$ cat config.mk
export PLATFORM = sky130hd
export DESIGN_NAME = qet_top
export DESIGN_NICKNAME = d
export VERILOG_FILES = /design/src/qet_pkg.sv /design/src/qet_top.sv
export SDC_FILE = /design/constraint.sdc
export NUM_CORES = 1
export LEC_CHECK = 0
export BUFFER_PORTS_ARGS = -buffer_cell sky130_fd_sc_hd__buf_2
export CAP_MARGIN = 20
export CORE_MARGIN = 2
export CORE_UTILIZATION = 40
export CTS_CLUSTER_DIAMETER = 40
export DETAILED_ROUTE_END_ITERATION = 10
export PLACE_DENSITY = 0.61
export SLEW_MARGIN = 0
export SYNTH_ARGS = -nofsm -noshare
export SYNTH_HDL_FRONTEND = slang
export SYNTH_SLANG_ARGS = --single-unit
$ cat constraint.sdc
create_clock -name ref_clk -period 15.67 [get_ports ref_clk]
set_input_delay 3.134 -clock ref_clk [delete_from_list [all_inputs] [get_ports ref_clk]]
set_output_delay 3.134 -clock ref_clk [all_outputs]
set_load 0.02 [all_outputs]
$ cat src/qet_pkg.sv
// qet_pkg: shared constants for the quadrature encoder trigger block.
// assumes a 32-bit apb slave with 8-bit byte addresses on one clock.
package qet_pkg;

  // bus geometry
  localparam int unsigned QET_AW = 8;
  localparam int unsigned QET_XW = 32;

  // register byte offsets
  localparam logic [7:0] QET_OFF_CTRL   = 8'h00;
  localparam logic [7:0] QET_OFF_MULT   = 8'h04;
  localparam logic [7:0] QET_OFF_DIV    = 8'h08;
  localparam logic [7:0] QET_OFF_STATUS = 8'h0C;
  localparam logic [7:0] QET_OFF_POS    = 8'h10;

  // control field positions
  localparam int unsigned QET_C_COND  = 0; // 0 position, 1 motion
  localparam int unsigned QET_C_SENSE = 1; // 0 clockwise, 1 ccw
  localparam int unsigned QET_C_ASEL  = 2; // 0 line one, 1 line three
  localparam int unsigned QET_C_BSEL  = 3; // two bits, qet_bsel_t
  localparam int unsigned QET_C_EDGE  = 5; // 0 rising, 1 any edge
  localparam int unsigned QET_C_SEQ   = 6; // 0 mul_then_div, 1 div_then_mul
  localparam int unsigned QET_C_TSRC  = 7; // encoder drives line trigger

  // status field positions
  localparam int unsigned QET_S_LEAD = 0; // 0 a_leads, 1 b_leads
  localparam int unsigned QET_S_A    = 1;
  localparam int unsigned QET_S_B    = 2;

  // datapath widths
  localparam int unsigned QET_MW = 8;
  localparam int unsigned QET_DW = 16;
  localparam int unsigned QET_TW = 24;
  localparam int unsigned QET_BW = 16;

  // reset values
  localparam logic [7:0]        QET_CTRL_RST = 8'h00;
  localparam logic [QET_MW-1:0] QET_MULT_RST = 8'h01;
  localparam logic [QET_DW-1:0] QET_DIV_RST  = 16'h0001;

  // phase b source choices; the fourth code is illegal and reads as gnd
  typedef enum logic [1:0] {
    QET_B_GND,
    QET_B_IO_LINE_TWO,
    QET_B_IO_LINE_FOUR
  } qet_bsel_t;

endpackage

$ cat src/qet_top.sv
// qet_top: quadrature shaft encoder decoder, rescaler and trigger source.
// assumes four raw external input lines from pins, an apb master on
// ref_clk, and a line-mode vector from the io block on the same clock.
//
// Added by the designer: the register offsets and register access over APB.
`timescale 1ns/1ps

// Contract
// - position mode triggers on every new forward position increment.
// - after reversal, position mode stays silent until past the reversal.
// - motion mode triggers on every step in either direction.
// - clockwise sense treats phase b leading as forward.
// - counter-clockwise sense treats phase a leading as forward.
// - phase a comes from line one or line three.
// - phase b comes from line two, line four, or is unused.
// - count on rising edges only or on both edges of phase a.
// - multiply-first order runs multiplier before divider.
// - divide-first order runs divider before multiplier.
// - output pulse rate is multiplied by a programmable factor.
// - output pulse rate is divided by a programmable factor.
// - status reports which phase currently leads.
// - rescaled output can be selected as the line trigger.
module qet_top (
  // clock and reset
  input  wire logic                       ref_clk,
  input  wire logic                       rst_n,
  // apb slave
  input  wire logic [qet_pkg::QET_AW-1:0] paddr,
  input  wire logic                       psel,
  input  wire logic                       penable,
  input  wire logic                       pwrite,
  input  wire logic [qet_pkg::QET_XW-1:0] pwdata,
  output logic      [qet_pkg::QET_XW-1:0] prdata,
  output logic                            pready,
  output logic                            pslverr,
  // external input lines, asynchronous
  input  wire logic                       io_line_one,
  input  wire logic                       io_line_two,
  input  wire logic                       io_line_three,
  input  wire logic                       io_line_four,
  // line mode per line, high when the line is an input
  input  wire logic [3:0]                 io_direction_cfg,
  // encoder outputs
  output logic                            enc_pulse,
  output logic                            line_trigger,
  output logic                            phase_lead_status
);
  import qet_pkg::*;

  // every flip-flop of the block lives in this one record
  typedef struct packed {
    logic [3:0]        s1;
    logic [3:0]        s2;
    logic [3:0]        s3;
    logic [3:0]        flt;
    logic              a_d;
    logic              b_d;
    logic [7:0]        ctrl;
    logic [QET_MW-1:0] mult;
    logic [QET_DW-1:0] div;
    logic              lead_b;
    logic [31:0]       pos;
    logic [QET_BW-1:0] back;
    logic [QET_DW-1:0] dcnt;
    logic [QET_TW-1:0] tcnt;
    logic [QET_TW-1:0] tlast;
    logic [QET_TW-1:0] acc;
    logic [QET_MW-1:0] rem;
    logic              mul_p;
    logic              out_p;
    logic              line_p;
    logic [31:0]       prdata;
    logic              pready;
    logic              pslverr;
  } qet_st_t;

  qet_st_t r_r;
  qet_st_t st_nxt;

  // address decode for the error answer; the read path decodes paddr in its own case
  function automatic logic mapped(input logic [QET_AW-1:0] a);
    return (a == QET_OFF_CTRL) || (a == QET_OFF_MULT) ||
           (a == QET_OFF_DIV) || (a == QET_OFF_STATUS) ||
           (a == QET_OFF_POS);
  endfunction

  // a line only feeds the encoder while it is configured as an input
  function automatic logic line_in(input logic [3:0] flt,
                                   input logic [3:0] cfg,
                                   input int unsigned idx);
    return flt[idx] & cfg[idx];
  endfunction

  // combinational next state
  always_comb begin
    logic              pa;
    logic              pb;
    logic              b_used;
    logic              a_rise;
    logic              a_fall;
    logic              step;
    logic              lead_now;
    logic              fwd;
    logic              trig;
    logic              div_in;
    logic              dv;
    logic              mul_in;
    logic [QET_MW-1:0] meff;
    logic [QET_TW:0]   asum;
    qet_bsel_t         bsel;
    pa       = 1'b0;
    pb       = 1'b0;
    b_used   = 1'b0;
    a_rise   = 1'b0;
    a_fall   = 1'b0;
    step     = 1'b0;
    lead_now = 1'b0;
    fwd      = 1'b0;
    trig     = 1'b0;
    div_in   = 1'b0;
    dv       = 1'b0;
    mul_in   = 1'b0;
    meff     = '0;
    asum     = '0;
    bsel     = qet_bsel_t'(r_r.ctrl[QET_C_BSEL +: 2]);
    st_nxt   = r_r;

    // three-stage synchroniser; a level is taken once stages two and
    // three agree, which also rejects a single-cycle glitch
    // the lines are free of ref_clk, so stage one may go metastable
    st_nxt.s1 = {io_line_four, io_line_three, io_line_two, io_line_one};
    st_nxt.s2 = r_r.s1;
    st_nxt.s3 = r_r.s2;
    for (int i = 0; i < 4; i++) begin
      if (r_r.s2[i] == r_r.s3[i]) begin
        st_nxt.flt[i] = r_r.s3[i];
      end
    end

    // phase routing from the filtered lines, gated by line mode
    pa = r_r.ctrl[QET_C_ASEL] ?
         line_in(r_r.flt, io_direction_cfg, 2) :
         line_in(r_r.flt, io_direction_cfg, 0);
    unique case (bsel)
      QET_B_IO_LINE_TWO: begin
        pb     = line_in(r_r.flt, io_direction_cfg, 1);
        b_used = 1'b1;
      end
      QET_B_IO_LINE_FOUR: begin
        pb     = line_in(r_r.flt, io_direction_cfg, 3);
        b_used = 1'b1;
      end
      default: begin
        pb     = 1'b0;
        b_used = 1'b0;
      end
    endcase
    st_nxt.a_d = pa;
    st_nxt.b_d = pb;

    // steps come from phase a edges only; phase b just gives direction
    a_rise = pa & ~r_r.a_d;
    a_fall = ~pa & r_r.a_d;
    step   = a_rise | (r_r.ctrl[QET_C_EDGE] & a_fall);

    // b already high at an a rise, or low at an a fall, means b leads
    lead_now = b_used & (a_rise ? pb : ~pb);
    if (step) begin
      st_nxt.lead_b = lead_now;
    end

    // with phase b unused there is no direction, every step is forward
    if (!b_used) begin
      fwd = 1'b1;
    end else if (r_r.ctrl[QET_C_SENSE]) begin
      fwd = ~lead_now;
    end else begin
      fwd = lead_now;
    end

    // position tracking and trigger condition
    if (step) begin
      st_nxt.pos = fwd ? r_r.pos + 32'h00000001 : r_r.pos - 32'h00000001;
      if (r_r.ctrl[QET_C_COND]) begin
        trig = 1'b1;
      end else if (!fwd) begin
        // back holds how far behind the reversal point we are
        if (r_r.back != '1) begin
          st_nxt.back = r_r.back + 16'h0001;
        end
      end else if (r_r.back != '0) begin
        st_nxt.back = r_r.back - 16'h0001;
      end else begin
        trig = 1'b1;
      end
    end

    // divider: one pulse per n inputs, a factor of zero acts as one
    div_in = r_r.ctrl[QET_C_SEQ] ? trig : r_r.mul_p;
    if (div_in) begin
      if ((r_r.dcnt + 16'h0001) >= r_r.div) begin
        dv          = 1'b1;
        st_nxt.dcnt = '0;
      end else begin
        st_nxt.dcnt = r_r.dcnt + 16'h0001;
      end
    end

    // multiplier: first pulse on the next edge, the rest spread over
    // the last measured input interval by a fractional accumulator
    // limitation: after a long idle the measured interval is long, so
    // the first input's spread pulses are usually cut by the next input
    mul_in       = r_r.ctrl[QET_C_SEQ] ? dv : trig;
    meff         = (r_r.mult == '0) ? 8'h01 : r_r.mult;
    st_nxt.mul_p = 1'b0;
    if (r_r.tcnt != '1) begin
      st_nxt.tcnt = r_r.tcnt + 24'h000001;
    end
    if (mul_in) begin
      // a new input cuts short any pulses still owed for the last one
      st_nxt.tlast = r_r.tcnt;
      st_nxt.tcnt  = '0;
      st_nxt.acc   = '0;
      st_nxt.mul_p = 1'b1;
      st_nxt.rem   = meff - 8'h01;
    end else if (r_r.rem != '0) begin
      asum = {1'b0, r_r.acc} + {17'h00000, meff};
      if (asum >= {1'b0, r_r.tlast}) begin
        st_nxt.mul_p = 1'b1;
        st_nxt.acc   = QET_TW'(asum - {1'b0, r_r.tlast});
        st_nxt.rem   = r_r.rem - 8'h01;
      end else begin
        st_nxt.acc = asum[QET_TW-1:0];
      end
    end

    // final stage of the chain depends on the order, outputs registered
    // line_p copies the pulse on the same edge, so the two never skew
    st_nxt.out_p  = r_r.ctrl[QET_C_SEQ] ? r_r.mul_p : dv;
    st_nxt.line_p = st_nxt.out_p & r_r.ctrl[QET_C_TSRC];

    // apb: answer always in the first access cycle, no wait states
    st_nxt.pready  = psel & ~penable;
    st_nxt.pslverr = 1'b0;
    st_nxt.prdata  = '0;
    if (psel && !penable) begin
      st_nxt.pslverr = ~mapped(paddr);
      if (!pwrite) begin
        unique case (paddr)
          QET_OFF_CTRL:   st_nxt.prdata = {24'h000000, r_r.ctrl};
          QET_OFF_MULT:   st_nxt.prdata = {24'h000000, r_r.mult};
          QET_OFF_DIV:    st_nxt.prdata = {16'h0000, r_r.div};
          QET_OFF_STATUS: st_nxt.prdata = {29'h00000000, r_r.b_d,
                                           r_r.a_d, r_r.lead_b};
          QET_OFF_POS:    st_nxt.prdata = r_r.pos;
          default:        st_nxt.prdata = '0;
        endcase
      end
    end

    // writes land on the edge that completes the access
    if (psel && penable && r_r.pready && pwrite) begin
      unique case (paddr)
        QET_OFF_CTRL: begin
          st_nxt.ctrl = pwdata[7:0];
          // a new mode or sense starts position tracking afresh
          st_nxt.back = '0;
        end
        QET_OFF_MULT: st_nxt.mult = pwdata[QET_MW-1:0];
        QET_OFF_DIV: begin
          // restart the count so a stale partial count cannot leak out
          st_nxt.div  = pwdata[QET_DW-1:0];
          st_nxt.dcnt = '0;
        end
        QET_OFF_POS:  st_nxt.pos  = pwdata;
        default:      st_nxt.pos  = st_nxt.pos;
      endcase
    end
  end

  // register the whole record; reset is synchronous
  always_ff @(posedge ref_clk) begin
    if (!rst_n) begin
      r_r      <= '0;
      r_r.ctrl <= QET_CTRL_RST;
      r_r.mult <= QET_MULT_RST;
      r_r.div  <= QET_DIV_RST;
    end else begin
      r_r <= st_nxt;
    end
  end

  // outputs straight from flip-flops
  assign prdata            = r_r.prdata;
  assign pready            = r_r.pready;
  assign pslverr           = r_r.pslverr;
  assign enc_pulse         = r_r.out_p;
  assign line_trigger      = r_r.line_p;
  assign phase_lead_status = r_r.lead_b;

endmodule

# ---- Word-level counts from Yosys, hierarchy flattened
# Cells that the tools add are included.
dict set report word_totals {
  reg_bits 232
  output_inout_bits 37
  wordCells 125
}
dict set report classes {
  add_sub_neg 10
  n_lt_le_gt_ge 2
  n_eq_ne 12
  n_mux 33
  bitwise_logic 19
  reduce_logical 23
}
# operator n
set op_table {}
lappend op_table {{$pmux 32 s5} 1}
lappend op_table {{$mux 16} 8}
lappend op_table {{$mux 32} 2}
lappend op_table {{$mux 64} 1}
lappend op_table {{$mux 48} 1}
lappend op_table {{$add 16x1->16 const B} 2}
lappend op_table {{$add 32x1->32 const B} 1}
lappend op_table {{$sub 32x1->32 const B} 1}
lappend op_table {{$mux 9} 3}
lappend op_table {{$add 24x8->25} 1}
lappend op_table {{$ge 25x24->1} 1}
lappend op_table {{$add 24x1->24 const B} 1}
lappend op_table {{$mux 24} 1}
lappend op_table {{$ne 24x24->1 const B} 1}
lappend op_table {{$sub 24x24->24} 1}
lappend op_table {{$eq 8x4->1 const B} 2}
lappend op_table {{$ge 16x16->1} 1}
lappend op_table {{$logic_not 8->1} 2}
lappend op_table {{$ne 16x16->1 const B} 1}
lappend op_table {{$reduce_bool 16->1} 1}
lappend op_table {{$sub 16x1->16 const B} 1}
lappend op_table {{$sub 8x1->8 const B} 2}
lappend op_table {{$mux 1} 14}
lappend op_table {{$and 1x1->1} 10}
lappend op_table {{other kinds (17)} 39}

# ---- Logic depth before layout (Yosys ltp)
# Gate-level depths: netlist of run 1.
dict set report logic_depth {
  ltp_word 16
  mapped_depth 26
  depth_no_buf 24
}

# ---- Worst setup path after synthesis of run 1
# No wires, ideal clock.
dict set report synth_timing {
  kind {input port to flip-flop}
  startpoint {input io_direction_cfg[0]}
  endpoint {register r_r[180] (netlist bit)}
  setup_time_ns 0.078
  arrival_time_ns 7.099
  path_slack_ns 8.493
  stages 18
  path_buffers 3
  path_cell_list {nand3b_1 -> a21oi_2 -> xnor3_1 -> nand2b_1 -> buf_2 -> inv_1 -> clkbuf_1 -> buf_2 -> ha_1 -> and3_1 -> a2111o_1 -> o211ai_1 -> a31oi_1 -> o21ai_0 -> and2_1 -> o31a_1 -> mux2_2 -> nor3_1}
}
dict set report synth_between {
  elab_chain_len 12
}
# element line
set synth_rtl {}
lappend synth_rtl {{start: declaration} qet_top.sv:42} ;# input wire logic [3:0] io_direction_cfg,
lappend synth_rtl {{$and 1x1->1 *} qet_top.sv:91} ;# return flt[idx] & cfg[idx];
lappend synth_rtl {{$mux 1 *} qet_top.sv:141} ;# pa = r_r.ctrl[QET_C_ASEL] ?
lappend synth_rtl {{$and 1x1->1} qet_top.sv:162} ;# a_rise = pa & ~r_r.a_d;
lappend synth_rtl {{$mux 1} qet_top.sv:167} ;# lead_now = b_used & (a_rise ? pb : ~pb);
lappend synth_rtl {{$and 1x1->1} qet_top.sv:167}
lappend synth_rtl {{$not 1->1} qet_top.sv:176} ;# fwd = ~lead_now;
lappend synth_rtl {{$mux 1} qet_top.sv:175} ;# end else if (r_r.ctrl[QET_C_SENSE]) begin
lappend synth_rtl {{$mux 1} qet_top.sv:173} ;# if (!b_used) begin
lappend synth_rtl {{$mux 32} qet_top.sv:183} ;# st_nxt.pos = fwd ? r_r.pos + 32'h00000001 : r_r.pos - 32'h00000001;
lappend synth_rtl {{$mux 48 *} qet_top.sv:182} ;# if (step) begin
lappend synth_rtl {{$mux 32} qet_top.sv:263} ;# unique case (paddr)
lappend synth_rtl {{$mux 64 *} qet_top.sv:262} ;# if (psel && penable && r_r.pready && pwrite) begin
lappend synth_rtl {{end signal: assignment} qet_top.sv:289} ;# r_r <= st_nxt;
lappend synth_rtl {{end: declaration} qet_top.sv:77} ;# qet_st_t r_r;
# Mark *: on every way between the ends. The rest lies on a longest branch, timed or not.
# A chain may end at the register's enable or synchronous reset.

# ---- Worst setup path in the final report of run 1
dict set report layout_timing {
  startpoint {input io_direction_cfg[2]}
  endpoint {register r_r[180] (netlist bit)}
}
# Same word-level chain as after synthesis.

==> results of run 1 <==
final cells by class:
type / instances / area, um2
clock buffers: 47 / 1111
clock inverters: 30 / 279.0
fillers: 3403 / 18580
inverters: 75 / 281.5
multi-input cells: 1333 / 8610
flip-flops and latches: 232 / 4644
well taps: 455 / 569.3
repair buffers: 104 / 558.0
sequential cells by signal, summed over array words and instances (netlist names):
register           flops
prdata                32
enc_pulse              1
phase_lead_status      1
line_trigger           1
pready                 1
pslverr                1
r_r                  195
kinds of logic after synthesis:
kind of cell	synth area share
muxes	0.03915
adders and majority gates	0.08042
xor gates and xnor gates	0.07413
buffers and inverters	0.06386
DFF	0.3288
AOI/OAI and AO/OA	0.1870
and+or+nand+nor	0.2267
cell usage in the layout, fill, tap and decap left out, types with 51 or more instances in the layout:
cell type,count
a21oi_1,132
dfxtp_1,232
ha_1,86
xor2_1,63
o21ai_0,83
mux2i_1,53
xnor2_1,54
buf_2,89
nand2_1,155
and3_1,51
nor2_1,209
inv_1,74
Yosys cell counts, types with 13 or more instances:
master | n | area (um2)
dfxtp_1 | 232 | 4644
nor2_1 | 210 | 788.3
nand2_1 | 155 | 581.8
a21oi_1 | 132 | 660.6
ha_1 | 86 | 1076
o21ai_0 | 83 | 415.4
inv_1 | 75 | 281.5
clkbuf_1 | 71 | 266.5
xor2_1 | 63 | 551.8
xnor2_1 | 54 | 473.0
mux2i_1 | 53 | 530.5
and3_1 | 51 | 319.1
nand3_1 | 48 | 240.2
nor3_1 | 42 | 210.2
a21o_1 | 33 | 247.7
buf_4 | 32 | 240.2
and2_1 | 26 | 162.7
o211ai_1 | 21 | 157.7
nand4_1 | 20 | 125.1
a211oi_1 | 17 | 127.6
nand3b_1 | 16 | 120.1
nand2b_1 | 14 | 87.58
a31oi_1 | 13 | 81.33
buf_2 | 13 | 65.06
nor4_1 | 13 | 81.33
through the flow:
stage	cell area, um2	std cells	total power (uW)
after floorplan	14130	1763	1213
after global placement	14660	2199	1330
after global routing	16050	2276	2353
after detailed placement	14660	2199	1340
final	16050	2276	2214
after CTS	16050	2276	2232
layer usage:
metal	share of wire	track usage	routed length (um)	up-vias
met5	0	0	0	-
met4	0.039	0.09290	1415	0
met3	0.050	0.03070	1806	83
met2	0.46	0.3312	16500	288
met1	0.46	0.2508	16470	5788
li1	-	-	-	6298
critical path, cell delays in order:
cell and delay, ns:
buf_2 0.08, nand3_1 0.13, a21oi_2 0.35, xnor3_1 0.37, nand2b_1 0.51, inv_1 0.39
buf_4 0.39, ha_1 0.42, and3_1 0.21, a2111o_1 0.46, o211ai_1 0.23, a31oi_1 0.14
o21ai_0 0.32, and2_1 0.25, o31a_1 0.15, mux2_2 0.33, nor3_1 0.17
power groups by stage:
| stage | Clock (uW) | Combinational (uW) | Sequential (uW) |
|---|---|---|---|
| 6_report | 880 | 681 | 652 |
| 4_1_cts | 900 | 680 | 652 |
| 2_1_floorplan | 0 | 554 | 659 |
| 3_3_place_gp | 0 | 667 | 663 |
| 3_5_place_dp | 0 | 676 | 664 |
| 5_1_grt | 930 | 766 | 657 |
worst min-delay path by stage:
stage                          end  slack, ns  cells after the start
after floorplan           r_r[224]       0.41                      1
after global placement    r_r[225]       0.41                      1
after detailed placement  r_r[227]       0.42                      1
after CTS                 r_r[225]       0.44                      1
after global routing      r_r[227]       0.46                      1
final                     r_r[227]       0.43                      1
==> results_dict.tcl, run 1 <==
set metrics [dict create \
    syn_to_final_growth_pct 13.63 \
    critPathMaxFanout 42 \
    crit_type "input port to flip-flop" \
    critPathLaunchType "input port" \
    ir_drop_mv 0.08438 \
    grt_setup_unrepaired "false" \
    postRouteAntennaNets 0 \
    cts.path.max_buffers 3 \
    drtIter0Drc 684 \
    p_switching_uw 783.7 \
    startpoint "io_direction_cfg[2]" \
    place_ws_ns 7.634 \
    hp-class "flip-flop to flip-flop" \
    grt-ovfl-total 0 \
    internal_power_uw 1430 \
    holdWs_ns 0.4315 \
    max_cap_viol_count 0 \
    period_needed_ns 7.604 \
    nets 1931 \
    die_area_um2 36840 \
    holdBufCountCts 0 \
    cts.sinks 232 \
    grt_pass1_wl_um 59340 \
    r2r_start "r_r[200]" \
    die_height_um 191.9 \
    seq_power_share 0.295 \
    reg2reg_to "r_r[60]" \
    utilization 0.4636 \
    grt_usage 0.1985 \
    syn_area_um2 14130 \
    dr_total_vias 12460 \
    port_buffers 89 \
    hp-start "r_r[231]" \
    p_clk_frac 0.398 \
    syn_nets 1905 \
    clkSlewWorstSetupHoldPaths_ns 0.06 \
    fmax_mhz 131.5 \
    finalWorstSetupSlack_ns 8.066 \
    core_um2 34630 \
    async_flop_share 0 \
    post-route-drc-count 0 \
    io_pins 90 \
    drt_first_pass_iters 5 \
    antenna_cells 0 \
    drv_slew 0 \
    final.setup_skew_ns 0.02284 \
    routedWlPerCell_um 15.90 \
    synth_edf_count 0 \
    yosys_warnings 0 \
    p_per_area_nw_per_um2 137.9 \
    setup_tns_ns 0 \
    crit_arrival_ns 8.08 \
    finalWirelength_um 36200 \
    initial_core_util 0.4080 \
    synth_seq_area_share 0.3288 \
    leakage_uw 0.006929 \
    period_share 0.4853 \
    grt_pass1_vias 12010 \
    max-slew-margin-rel 0.3918 \
    numCtsBuffers 43 \
    post_cts_buffers 0 \
    ys_types 78 \
    ys_seq_elements 232 \
    worstPathRequired_ns 16.15 \
    placementRows 68 \
    combPwrFrac 0.308 \
    antenna_found_initial 0 \
    place.gp.congestion 0.9008 \
    h-tree-depth 2 \
    p_sw_frac 0.3541 \
    ys.flop_type "dfxtp_1" \
    crit_end "r_r[180]" \
    drive_above_1_share 0.1120 \
    worstMarginPinSlew_ns 0.9090 \
    finalHoldViolations 0 \
    cts_tree "done" \
    hpwl_um 25810 \
    cts_resized 0 \
    status "completed" \
    viasPerCell 5.473 \
    syn_area_per_cell_um2 8.013 \
    fp.dieW_um 191.9 \
    rrSetupSlack_ns 9.23 \
    r2r_cells 24 \
    critPathCaptureType "flip-flop" \
    clockRootBuffer "clkbuf_16" \
    syn-instance-count 1763 \
    setup_viol 0 \
    clk_latency_ns 0.56 \
    grt_max_degree 60 \
]
No activity file was read; power rests on OpenSTA's default activity.
==> inputs of run 2 (changes only) <==
- PLACE_DENSITY: 0.61 -> 0.64
- clock period: 15.67 -> 6.6 ns (I/O delays scaled with it)
==> run 2 against run 1 <==
Effect of this change:
- via count up 0.88%
- non-clock buffer count is 6 higher
- sequential share of layout area is 0.18 points lower
- core utilization up 0.29 points
- register-to-register slack worse by 8.7 ns
- cell count did not move
- power rose by 140%
- count of clock-buffer cells in the layout down 3
- flip-flop and latch count is the same
- die area stayed put
- clock power is 150% higher
- clock skew up 0.0061 ns
- largest cell class unchanged
==> results_dict.tcl, run 2 (same netlist as run 1, synthesis figures left out) <==
set metrics [dict create \
    hpwl_um 26110 \
    hp-start "r_r[229]" \
    antenna_found_initial 0 \
    final_cells 2276 \
    max_cap_viol_count 0 \
    antenna_cells 0 \
    dr_total_vias 12570 \
    drv_slew 0 \
    layout_common_cells "dfxtp_1, nor2_1, nand2_1" \
    holdBufCountCts 0 \
    port_buffers 89 \
    mostFrequentLayoutCell "dfxtp_1" \
    hp-class "flip-flop to flip-flop" \
    initial_core_util 0.4080 \
    grt_usage 0.2012 \
    drt_first_pass_iters 5 \
    core_um2 34630 \
    crit_type "flip-flop to flip-flop" \
    drtIter0Drc 693 \
    clockRootBuffer "clkbuf_16" \
    cts_tree "done" \
    viasPerCell 5.522 \
    place.gp.congestion 0.9506 \
    fp.dieW_um 191.9 \
    finalHoldViolations 0 \
    dp.cells 2205 \
    setup_viol 0 \
    numCtsBuffers 39 \
    io_pins 90 \
    critPathMaxFanout 29 \
    routedWlPerCell_um 16.18 \
    post-route-drc-count 0 \
    critPathCaptureType "flip-flop" \
    grt-ovfl-total 0 \
    cts.sinks 232 \
    period_share 0.9224 \
    largest_reg_flops 195 \
    leakage_uw 0.006970 \
    nets 1933 \
    largest-register "r_r" \
    die_area_um2 36840 \
    drive_above_1_share 0.1131 \
    critPathLaunchType "flip-flop" \
    clkSlewWorstSetupHoldPaths_ns 0.05 \
    worstMarginPinSlew_ns 0.9894 \
    p_per_area_nw_per_um2 334.7 \
    grt_pass1_wl_um 60620 \
    grt_pass1_vias 12040 \
    cts.path.max_buffers 3 \
    h-tree-depth 2 \
    grt_setup_unrepaired "false" \
    grt_max_degree 84 \
    post_cts_buffers 0 \
    startpoint "r_r[201]" \
    ir_drop_mv 0.2175 \
    final.setup_skew_ns 0.02892 \
    fmax_mhz 164.3 \
    clk_latency_ns 0.55 \
    placementRows 68 \
    max-slew-margin-rel 0.3383 \
    die_height_um 191.9 \
    setup_tns_ns 0 \
    finalWirelength_um 36840 \
    postRouteAntennaNets 0 \
    crit_arrival_ns 6.46 \
    r2r_start "r_r[201]" \
    worstPathRequired_ns 6.97 \
    period_needed_ns 6.088 \
    syn_to_final_growth_pct 14.34 \
    status "completed" \
]
## run 2: cell count changes in the layout (fill, tap and decap cells not counted), sizes merged
cell and delta:
inv -4, clkbuf -3, clkinv -5, buf +6, bufinv +6
## run 2: cell type report
class | count | area (um2)
fill | 3346 | 18480
multi-input combinational | 1333 | 8618
sequential | 232 | 4644
clock buffer | 44 | 1035
timing repair buffer | 110 | 615.6
tap | 455 | 569.3
clock inverter | 27 | 389.1
inverter | 75 | 281.5
## run 2: metal layers
metal | track usage | share of wire
met1 | 0.2586 | 0.46
met2 | 0.3473 | 0.47
met3 | 0.03015 | 0.049
met4 | 0.05976 | 0.025
met5 | 0 | 0
## run 2: power breakdown
| group | leakage (uW) | switching [uW] | internal [uW] |
|---|---|---|---|
| Clock | 0.000680 | 784 | 1390 |
| Sequential | 0.00188 | 67.5 | 1480 |
| Combinational | 0.00441 | 997 | 679 |
| Total | 0.00697 | 1850 | 3560 |
## run 2: what timing repair did
action                                  CTS  global route
endpoints found under the setup margin    0            15
hold endpoints to repair                  0             0
gates resized for setup                   0             2
## run 2: critical path: stages, from the launching register on
cell       delay (ns)
dfxtp_1          0.38
or4_1            0.54
or3_1            0.34
nor2_1           0.09
or2_2            0.15
ha_1             0.17
inv_1            0.06
fa_1             0.41
nor2b_1          0.17
o2111ai_1        0.15
nand3_1          0.15
o2111ai_1        0.13
buf_4            0.18
nor2_1           0.23
nand3_1          0.14
xnor2_1          0.26
ha_1             0.34
a21oi_1          0.28
inv_1            0.08
a221o_1          0.27
a221oi_1         0.31
o21ai_0          0.19
or2_4            0.35
buf_12           0.19
a211oi_1         0.31
a211oi_2         0.07
## run 2: final timing paths
kind                                 end  slack, ns  cells past startpoint
worst max-delay path             r_r[46]       0.51                     25
worst min-delay path            r_r[225]       0.43                      1
worst max register to register   r_r[46]       0.51                     25
worst min register to register  r_r[225]       0.43                      1
## run 2: through the flow
stage / hold WS [ns] / instance area, um2 / util / setup WS [ns] / power [uW]
final: 0.4279 / 16150 / 0.4665 / 0.5119 / 5406
after global routing: 0.4491 / 16150 / 0.4665 / 0.01700 / 5715
after CTS: 0.4309 / 16150 / 0.4664 / 0.3011 / 5431
after detailed placement: 0.4248 / 14730 / 0.4253 / 0.3414 / 3236
after global placement: 0.4171 / 14730 / 0.4253 / 0.4742 / 3220
after floorplan: 0.4119 / 14130 / - / 1.178 / 2880
